$ cat src/verilog/flag_shift_skip_pkg.sv
// Purpose: Shared constants for the flag, shift and skip instruction group.
// Assumes: 16-bit instruction words, 128 x 4-bit data memory, 11-bit program counter.
// Notes on behaviour
// [RULE_01] The set-carry opcode forces the carry flag to 1 in one cycle and changes nothing else. The code also steps the program counter by 1.
// [RULE_02] The parameter-flag opcode stores a 4-bit immediate in one cycle; bit 3 set picks oscillator/16384.
// [RULE_03] Immediate bits 0 to 2 of the parameter-flag opcode are stored but drive nothing.
// [RULE_04] Shift and skip opcodes address one data nibble with the low seven opcode bits.
// [RULE_05] Shift-left moves bits up, fills bit 0 with 0, puts old bit 3 in carry, writes memory and accumulator.
// [RULE_06] Shift-right moves bits down, fills bit 3 with 0, puts old bit 0 in carry, writes memory and accumulator.
// [RULE_07] Skip-on-bit-0 adds 2 to the program counter when nibble bit 0 is 1, else adds 1, in one cycle.
// [RULE_08] Skip-on-bit-1 adds 2 to the program counter when nibble bit 1 is 1, else adds 1, in one cycle.
// [RULE_09] Both shifts set the zero flag from a zero result; skips leave both flags alone.
package flag_shift_skip_pkg;

   localparam int INSTR_W   = 16;
   localparam int NIBBLE_W  = 4;
   localparam int ADDR_W    = 7;
   localparam int PC_W      = 11;
   localparam int OPC9_W    = 9;
   localparam int OPC12_W   = 12;
   localparam int OPC9_LSB  = 7;
   localparam int OPC12_LSB = 4;

   // Nine-bit opcode prefixes, instruction bits 15..7
   localparam logic [OPC9_W-1:0] OPC_SET_CARRY   = 9'h0a0;  // 0 1010 0000
   localparam logic [OPC9_W-1:0] OPC_SHIFT_LEFT  = 9'h098;  // 0 1001 1000
   localparam logic [OPC9_W-1:0] OPC_SHIFT_RIGHT = 9'h09a;  // 0 1001 1010
   localparam logic [OPC9_W-1:0] OPC_SKIP_BIT0   = 9'h110;  // 1 0001 0000
   localparam logic [OPC9_W-1:0] OPC_SKIP_BIT1   = 9'h111;  // 1 0001 0001
   // Twelve-bit prefix of the parameter-flag opcode, bits 15..4
   localparam logic [OPC12_W-1:0] OPC_WRITE_PARAM = 12'h160;

   // Parameter flag field layout
   localparam int PARAM_WDT_SEL_BIT = 3;

   // Reset values
   localparam logic [NIBBLE_W-1:0] ACCUM_RESET = 4'h0;
   localparam logic [NIBBLE_W-1:0] PARAM_RESET = 4'h0;
   localparam logic [PC_W-1:0]     PC_RESET    = 11'h000;
   localparam logic                CARRY_RESET = 1'b0;
   localparam logic                ZERO_RESET  = 1'b0;

   // Program counter steps
   localparam logic [PC_W-1:0] PC_STEP_NEXT = 11'h001;
   localparam logic [PC_W-1:0] PC_STEP_SKIP = 11'h002;

   // Watchdog input clock dividers, in oscillator cycles
   localparam int WDT_SLOW_DIV = 16384;
   localparam int WDT_FAST_DIV = 1024;

endpackage

$ cat src/verilog/nibble_shifter.sv
// Purpose: Zero-fill one-place shifter for a 4-bit nibble.
// Assumes: Purely combinational, used by the instruction executor.
// Notes: Carry out is the bit pushed off the end.
`timescale 1ns/1ns
module nibble_shifter
   import flag_shift_skip_pkg::*;
(
   // Operand and direction
   input  wire logic [NIBBLE_W-1:0] operand,
   input  wire logic                shift_right,
   // Result
   output logic      [NIBBLE_W-1:0] result,
   output logic                     carry_out,
   output logic                     result_zero
);

   // Shift with zero fill on the vacated end
   always_comb begin
      if (shift_right) begin
         // [RULE_06] Right, zero fill
         result    = {1'b0, operand[NIBBLE_W-1:1]};
         carry_out = operand[0];
      end else begin
         // [RULE_05] Left, zero fill
         result    = {operand[NIBBLE_W-2:0], 1'b0};
         carry_out = operand[NIBBLE_W-1];
      end
      // [RULE_09] Zero from result
      result_zero = (result == 4'h0);
   end

endmodule

$ cat src/verilog/flag_shift_skip_ops.sv
// Purpose: Executes set-carry, parameter-flag, shift and bit-skip instructions.
// Assumes: One instruction per clock when instr_valid is high; clock is the oscillator.
// Notes: Data memory lives here as flip-flops with a side port for loading and viewing.
`timescale 1ns/1ns
module flag_shift_skip_ops
   import flag_shift_skip_pkg::*;
#(
   parameter int SLOW_DIV = WDT_SLOW_DIV,
   parameter int FAST_DIV = WDT_FAST_DIV,
   parameter int MEM_DEPTH = 128
)(
   // Clock and reset
   input  wire logic                clock,
   input  wire logic                sys_rst,
   // Instruction stream
   input  wire logic                instr_valid,
   input  wire logic [INSTR_W-1:0]  instr_word,
   // Side port into data memory
   input  wire logic                mem_load_en,
   input  wire logic [ADDR_W-1:0]   mem_load_addr,
   input  wire logic [NIBBLE_W-1:0] mem_load_data,
   input  wire logic [ADDR_W-1:0]   mem_view_addr,
   output logic      [NIBBLE_W-1:0] mem_view_data,
   // Core state
   output logic      [NIBBLE_W-1:0] accumulator,
   output logic                     carry_flag,
   output logic                     zero_flag,
   output logic      [PC_W-1:0]     program_counter,
   output logic      [NIBBLE_W-1:0] parameter_flag_field,
   // Watchdog input clock enable
   output logic                     wdt_tick
);

   localparam int DIV_W = $clog2(SLOW_DIV);

   // Counter step for every executed instruction; a skip steps over one word.
   // Wraps at the counter width, so a skip near the top lands at a low address.
   function automatic logic [PC_W-1:0] counter_step(input logic [PC_W-1:0] count, input logic skip);
      if (skip) begin
         return count + PC_STEP_SKIP;
      end
      return count + PC_STEP_NEXT;
   endfunction

   // Decoded instruction fields
   logic [OPC9_W-1:0]   opc9;
   logic [OPC12_W-1:0]  opc12;
   logic [ADDR_W-1:0]   data_addr;
   logic [NIBBLE_W-1:0] immediate;
   logic                is_set_carry;
   logic                is_write_param;
   logic                is_shift_left;
   logic                is_shift_right;
   logic                is_skip_bit0;
   logic                is_skip_bit1;

   // Data memory and its write request
   logic [NIBBLE_W-1:0] mem [MEM_DEPTH];
   logic [NIBBLE_W-1:0] operand;
   logic                mem_wr_en;
   logic [ADDR_W-1:0]   mem_wr_addr;
   logic [NIBBLE_W-1:0] mem_wr_data;

   // Shifter outputs
   logic [NIBBLE_W-1:0] shift_result;
   logic                shift_carry;
   logic                shift_zero;

   // Next state of the core registers
   logic [NIBBLE_W-1:0] next_accumulator;
   logic                next_carry_flag;
   logic                next_zero_flag;
   logic [PC_W-1:0]     next_program_counter;
   logic [NIBBLE_W-1:0] next_parameter_flag_field;

   // Watchdog divider
   logic [DIV_W-1:0]    div_count;
   logic [DIV_W-1:0]    next_div_count;
   logic [DIV_W-1:0]    div_last;
   logic                next_wdt_tick;

   // Field split of the instruction word
   always_comb begin
      opc9      = instr_word[INSTR_W-1:OPC9_LSB];
      opc12     = instr_word[INSTR_W-1:OPC12_LSB];
      // [RULE_04] Low seven bits address
      data_addr = instr_word[ADDR_W-1:0];
      immediate = instr_word[NIBBLE_W-1:0];
   end

   // Opcode match, gated by a valid instruction
   always_comb begin
      is_set_carry   = instr_valid && (opc9 == OPC_SET_CARRY);
      is_write_param = instr_valid && (opc12 == OPC_WRITE_PARAM);
      is_shift_left  = instr_valid && (opc9 == OPC_SHIFT_LEFT);
      is_shift_right = instr_valid && (opc9 == OPC_SHIFT_RIGHT);
      is_skip_bit0   = instr_valid && (opc9 == OPC_SKIP_BIT0);
      is_skip_bit1   = instr_valid && (opc9 == OPC_SKIP_BIT1);
   end

   // Operand fetch is a plain index into the flop array
   assign operand = mem[data_addr];

   nibble_shifter shifter (
      .operand     (operand),
      .shift_right (is_shift_right),
      .result      (shift_result),
      .carry_out   (shift_carry),
      .result_zero (shift_zero)
   );

   // Next values of the core registers
   always_comb begin
      next_accumulator          = accumulator;
      next_carry_flag           = carry_flag;
      next_zero_flag            = zero_flag;
      next_program_counter      = program_counter;
      next_parameter_flag_field = parameter_flag_field;
      if (instr_valid) begin
         // Every executed instruction steps the counter at least once
         next_program_counter = counter_step(program_counter, 1'b0);
      end
      if (is_set_carry) begin
         // [RULE_01] Carry forced high
         next_carry_flag = 1'b1;
      end
      if (is_write_param) begin
         // [RULE_02] Store immediate
         // [RULE_03] Low bits kept, unused
         next_parameter_flag_field = immediate;
      end
      if (is_shift_left || is_shift_right) begin
         // [RULE_05] Result into accumulator
         // [RULE_06] Result into accumulator
         next_accumulator = shift_result;
         next_carry_flag  = shift_carry;
         // [RULE_09] Zero flag update
         next_zero_flag   = shift_zero;
      end
      if (is_skip_bit0 && operand[0]) begin
         // [RULE_07] Skip on bit 0
         next_program_counter = counter_step(program_counter, 1'b1);
      end
      if (is_skip_bit1 && operand[1]) begin
         // [RULE_08] Skip on bit 1
         next_program_counter = counter_step(program_counter, 1'b1);
      end
   end

   // Core registers
   always_ff @(posedge clock) begin
      if (sys_rst) begin
         accumulator          <= ACCUM_RESET;
         carry_flag           <= CARRY_RESET;
         zero_flag            <= ZERO_RESET;
         program_counter      <= PC_RESET;
         parameter_flag_field <= PARAM_RESET;
      end else begin
         accumulator          <= next_accumulator;
         carry_flag           <= next_carry_flag;
         zero_flag            <= next_zero_flag;
         program_counter      <= next_program_counter;
         parameter_flag_field <= next_parameter_flag_field;
      end
   end

   // Memory write request; a shift beats the side port on a clash
   always_comb begin
      mem_wr_en   = 1'b0;
      mem_wr_addr = mem_load_addr;
      mem_wr_data = mem_load_data;
      if (is_shift_left || is_shift_right) begin
         // [RULE_05] Result into memory
         // [RULE_06] Result into memory
         mem_wr_en   = 1'b1;
         mem_wr_addr = data_addr;
         mem_wr_data = shift_result;
      end else if (mem_load_en) begin
         mem_wr_en = 1'b1;
      end
   end

   // Data memory has no reset, as a real RAM would not
   always_ff @(posedge clock) begin
      if (mem_wr_en) begin
         mem[mem_wr_addr] <= mem_wr_data;
      end
   end

   assign mem_view_data = mem[mem_view_addr];

   // Divider end point follows the watchdog select bit
   always_comb begin
      // [RULE_02] Select oscillator/16384
      if (parameter_flag_field[PARAM_WDT_SEL_BIT]) begin
         div_last = DIV_W'(SLOW_DIV - 1);
      end else begin
         div_last = DIV_W'(FAST_DIV - 1);
      end
   end

   // Next divider count; wraps early if the end point shrinks past it
   always_comb begin
      next_wdt_tick  = 1'b0;
      next_div_count = div_count + DIV_W'(1);
      if (div_count >= div_last) begin
         next_wdt_tick  = 1'b1;
         next_div_count = '0;
      end
   end

   // Divider registers
   always_ff @(posedge clock) begin
      if (sys_rst) begin
         div_count <= '0;
         wdt_tick  <= 1'b0;
      end else begin
         div_count <= next_div_count;
         wdt_tick  <= next_wdt_tick;
      end
   end

endmodule

$ cat config.mk
export PLATFORM = sky130hd
export DESIGN_NAME = flag_shift_skip_ops
export DESIGN_NICKNAME = d
export VERILOG_FILES = /design/src/verilog/flag_shift_skip_pkg.sv /design/src/verilog/nibble_shifter.sv /design/src/verilog/flag_shift_skip_ops.sv
export SDC_FILE = /design/constraint.sdc
export NUM_CORES = 1
export LEC_CHECK = 0
export ABC_CLOCK_PERIOD_IN_PS = 18150
export BUFFER_PORTS_ARGS = -buffer_cell sky130_fd_sc_hd__buf_2
export CAP_MARGIN = 15
export CORE_AREA = 4 4 231 188
export DETAILED_ROUTE_END_ITERATION = 10
export DIE_AREA = 0 0 235 192
export MAX_ROUTING_LAYER = met4
export PLACE_DENSITY = 0.8
export SKIP_CTS_REPAIR_TIMING = 1
export SLEW_MARGIN = 25
export SYNTH_ARGS = -nofsm -noshare
export SYNTH_HDL_FRONTEND = slang
export SYNTH_SLANG_ARGS = --single-unit
$ cat constraint.sdc
create_clock -name clock -period 18.15 [get_ports clock]
set_input_delay 0.9075 -clock clock [delete_from_list [all_inputs] [get_ports clock]]
set_output_delay 0.9075 -clock clock [all_outputs]
set_load 0.02 [all_outputs]
# [Word-level counts from Yosys, hierarchy flattened]
# Memories as Yosys holds them, arrays and structs flattened.
# Index checks and enable logic that the tools add are counted.
[totals] ff_bits=36 ramBits=512 out_inout_bits=26 inputBits=38 n_memories=1
[memory_table] memory="mem" depth=128 word_bits=4 read_ports=2 rd_ports_with_merged_regs=0 write_ports=1 line_no="flag_shift_skip_ops.sv:58" source="logic [NIBBLE_W-1:0] mem [MEM_DEPTH];"
[op_classes] add_sub_neg=3 mux=19 n_lt_le_gt_ge=1 n_reduce_logical=13 n_eq_ne=6
[op_table] operator="$mux W11" count=5
[op_table] operator="$eq A9 B8 Y1 const B" count=3
[op_table] operator="$eq A9 B9 Y1 const B" count=2
[op_table] operator="$add A14 B1 Y14 const B" count=1
[op_table] operator="$ge A14 B14 Y1" count=1
[op_table] operator="$mux W14" count=1
[op_table] operator="$eq A12 B9 Y1 const B" count=1
[op_table] operator="$add A11 B1 Y11 const B" count=1
[op_table] operator="$add A11 B2 Y11 const B" count=1
[op_table] operator="$mux W1" count=10
[op_table] operator="$logic_and A1 B1 Y1" count=8
[op_table] operator="$mux W4" count=2
[op_table] operator="$mux W7" count=1
[op_table] operator="$logic_not A4 Y1" count=1
[op_table] operator="$reduce_bool A3 Y1" count=1
[op_table] operator="$reduce_bool A2 Y1" count=1
[op_table] operator="$reduce_or A2 Y1" count=1
[op_table] operator="$logic_or A1 B1 Y1" count=1

# [Longest topological paths before layout]
[logic_depth] ltp_word=7 ltp_mapped=14 ltp_nobuf=9

# [Hierarchy]
# From an unflattened synthesis, not the netlist that was laid out.
[unflattened] cells_unflattened=1484 hier_area_um2=26412.8
[modules_own_cells] module="flag_shift_skip_ops" area_per_inst_um2=26344.0 cells_each=1477 n_inst=1
[modules_own_cells] module="nibble_shifter" area_per_inst_um2=68.8 cells_each=7 n_inst=1

# [Worst setup path after synthesis]
# OpenSTA, ideal clock, no wires.
[synth_path] kind="input port to flip-flop" startpoint="in instr_word[2]" endpoint="mem mem[0][1] (data pin)" stages=10 required_ns=17.346 arrival_time_ns=5.643 path_slack_ns=11.703 cell_sequence="clkbuf_1 clkbuf_1 buf_2 buf_2 mux4_2 mux4_2 mux2i_1 nand2_1 a21oi_2 nor2_1"
[synth_between] elab_chain_cells=3
[synth_lines] element="start: declaration" line_no="flag_shift_skip_ops.sv:17" source="input wire logic [INSTR_W-1:0] instr_word,"
[synth_lines] element="$mem_v2 Z128 W4"
[synth_lines] element="$mux W4" line_no="nibble_shifter.sv:19" source="if (shift_right) begin"
[synth_lines] element="$mux W4" line_no="flag_shift_skip_ops.sv:172" source="if (is_shift_left || is_shift_right) begin"
[synth_lines] element="via mem_wr_data[1]" line_no="flag_shift_skip_ops.sv:62" source="logic [NIBBLE_W-1:0] mem_wr_data;"
[synth_lines] element="end: declaration" line_no="flag_shift_skip_ops.sv:58"
# The timed path passes the listed nets, and every way through them passes these cells.

# [Worst setup path in the final report]
[layout_path] startpoint="in mem_view_addr[1]" endpoint="out mem_view_data[0]"
[layout_between] elab_chain_cells=1
[layout_lines] element="start: declaration" line_no="flag_shift_skip_ops.sv:22" source="input wire logic [ADDR_W-1:0] mem_view_addr,"
[layout_lines] element="$mem_v2 Z128 W4"
[layout_lines] element="end: declaration" line_no="flag_shift_skip_ops.sv:23" source="output logic [NIBBLE_W-1:0] mem_view_data,"
# Every way passes these cells.

==> impl_metrics.ini <==
[critical_path]
worstSetupPathType = in2out
path_max_fanout = 68
critPathLaunchType = input port
worstPathRequired_ns = 17.24
crit_arrival_ns = 4.54
rrSetupSlack_ns = 14.35
crit_path_end_kind = output port

[timing]
finalSetupViolCount = 0
slew_violations = 0
slew_headroom_pct = 22.52
skew_ns = 0.02136
fmax_mhz = 183.5
rsz0062_at_grt = no
period_share_pct = 30.02
fin_crit_ns = 5.449
fin_setup_tns_ns = 0
finalHoldViolCount = 0
tightestPinTransition_ns = 1.157

[clock_network]
clock_sinks = 548
cts_root_buf = clkbuf_16
cts_tree = built
ctsLongestPathBuffers = 3
path_clk_slew_ns = 0.06
clock_latency_ns = 0.60
cts_buffers = 52
ctsHtreeMaxLevel = 2

[logic_synthesis]
synth_flop_cell = edfxtp_1
synth_fp_nets = 1487
synth_edf_count = 512
ys_types = 55
async_reset_ff_share_pct = 0
syn-cell-area_um2 = 26450
ys_seq_elements = 548
avgSynthCellArea_um2 = 18.34
synth_most_common_cell = edfxtp_1
synth_cells = 1442
synth_top_cell_by_area = edfxtp_1
synth_top_cell_area_share_pct = 58.13
yosysWarnings = 0
ys_seq_area_share_pct = 60.86
synth_common_cells = 512 x edfxtp_1, 294 x mux4_2, 178 x nor2_1
synth_area_leaders = edfxtp_1 58%, mux4_2 25%, dfxtp_1 2.7%

[global_routing]
grt_pass1_wl_um = 101200
grt_start_max_net_pins = 129
antenna_found_initial = 4
grt_pass1_vias = 15260
overflow = 0
track_usage_pct = 31.37

[final_layout]
filler_cell_count = 2522
multi_input_area_um2 = 9777
fin_cells = 2059
fin_nets = 1506
regArea_um2 = 16100
synthToLayoutAreaGrowth_pct = 8.766
drive_gt1_share_pct = 32.58

[placed_design]
io_buffer_count = 63
hpwl_um = 44050
dp.cells = 1959
place.gp.congestion = 0.8921

[floorplan]
start_util_pct = 63.99
die_area_um2 = 45120
fp.dieW_um = 235
coreArea_um2 = 41330
die_y_um = 192
design.portCount = 64
rows = 67

[route]
post_drt_wl_per_cell_um = 33.38
via_per_inst = 7.479
first_pass_iters = 8
drc = 0
vias = 15400
drt.antenna.violating_nets = 0
wirelength_um = 68720
drt-initial-drc-count = 2477

[run]
max_cap_viol_count = 0

[pwr]
leakagePower_nw = 9.096
vdd_drop_max_v = 0.00008731
p_total_w = 0.002695
power_density_nw_per_um2 = 93.67

[run_status]
status = finished clean

[hold_path]
hp-class = reg2reg
==> cells in the final DEF (no fill, tap or decap), drive strengths merged, types with 12 or more instances in the layout <==
cell / count
buf: 75
mux4: 310
a21oi: 12
nand2b: 18
nor2: 178
mux2: 14
nand2: 30
clkbuf: 63
dfxtp: 36
nor2b: 16
edfxtp: 512
clkinv: 28
or2: 22
mux2i: 36
inv: 13
nand3: 13
==> logic make-up after synthesis <==
kind of cell	count (synthesis)	synth area share, %
XOR/XNOR	13	0.4305
AO/OA/AOI/OAI	72	1.897
AND/OR/NAND/NOR	319	5.535
multiplexers	360	28.58
buffers and inverters	123	2.370
flip-flops	548	60.86
adder cells (fa/ha/maj)	7	0.3311
==> flip-flops by register name, summed over array words and instances, names as in the netlist <==
signal                flops
mem                     512
div_count                14
program_counter          11
accumulator               4
parameter_flag_field      4
carry_flag                1
wdt_tick                  1
zero_flag                 1
==> final timing paths <==
| path | from | endpoint | depth (start not counted) |
|---|---|---|---|
| worst min-delay path | div_count[0] | div_count[0] | 1 |
| worst max register to register | mem[43][3] | mem[16][2] | 7 |
| worst max-delay path | mem_view_addr[1] | mem_view_data[0] | 7 |
| worst min register to register | div_count[0] | div_count[0] | 1 |
==> critical path, cell delays in order <==
cell and delay [ns]:
buf_6 0.56, buf_4 0.88, mux4_2 0.49, mux4_2 0.60, mux4_2 0.55, mux2_2 0.29, buf_2 0.16
==> routing by layer <==
layer | share of wire, % | wire length (um) | track usage [%]
met5 | 0 | 0 | -
met4 | 2.9 | 1984 | 8.222
met3 | 14 | 9326 | 8.484
met2 | 46 | 31940 | 46.07
met1 | 37 | 25470 | 44.95
==> stage by stage <==
| step | setup WS (ns) | hold slack (ns) | area (um^2) | utilization [%] |
|---|---|---|---|---|
| floorplan | 11.70 | 0.4299 | 26450 | - |
| global placement | 12.25 | 0.4434 | 27010 | 65.35 |
| detailed placement | 12.36 | 0.4544 | 27100 | 65.57 |
| CTS | 12.67 | 0.4671 | 28760 | 69.58 |
| global route | 12.55 | 0.5065 | 28760 | 69.60 |
| finish | 12.70 | 0.4653 | 28770 | 69.60 |
==> where the power goes <==
part           leakage [nW]  internal, W  switching [W]
registers              4.89      0.00139     0.00000367
logic                  3.39    0.0000952       0.000133
clock network         0.809     0.000599       0.000478
total                  9.10      0.00208       0.000615
==> cell type report <==
cell class | count | area share, %
Clock buffer | 62 | 4.654
Multi-Input combinational cell | 771 | 33.99
Tap cell | 552 | 2.401
Antenna cell | 3 | 0.02610
Sequential cell | 548 | 55.95
Clock inverter | 35 | 1.105
Inverter | 12 | 0.1566
Timing Repair Buffer | 76 | 1.718
Power figures use the tool's default switching activity.
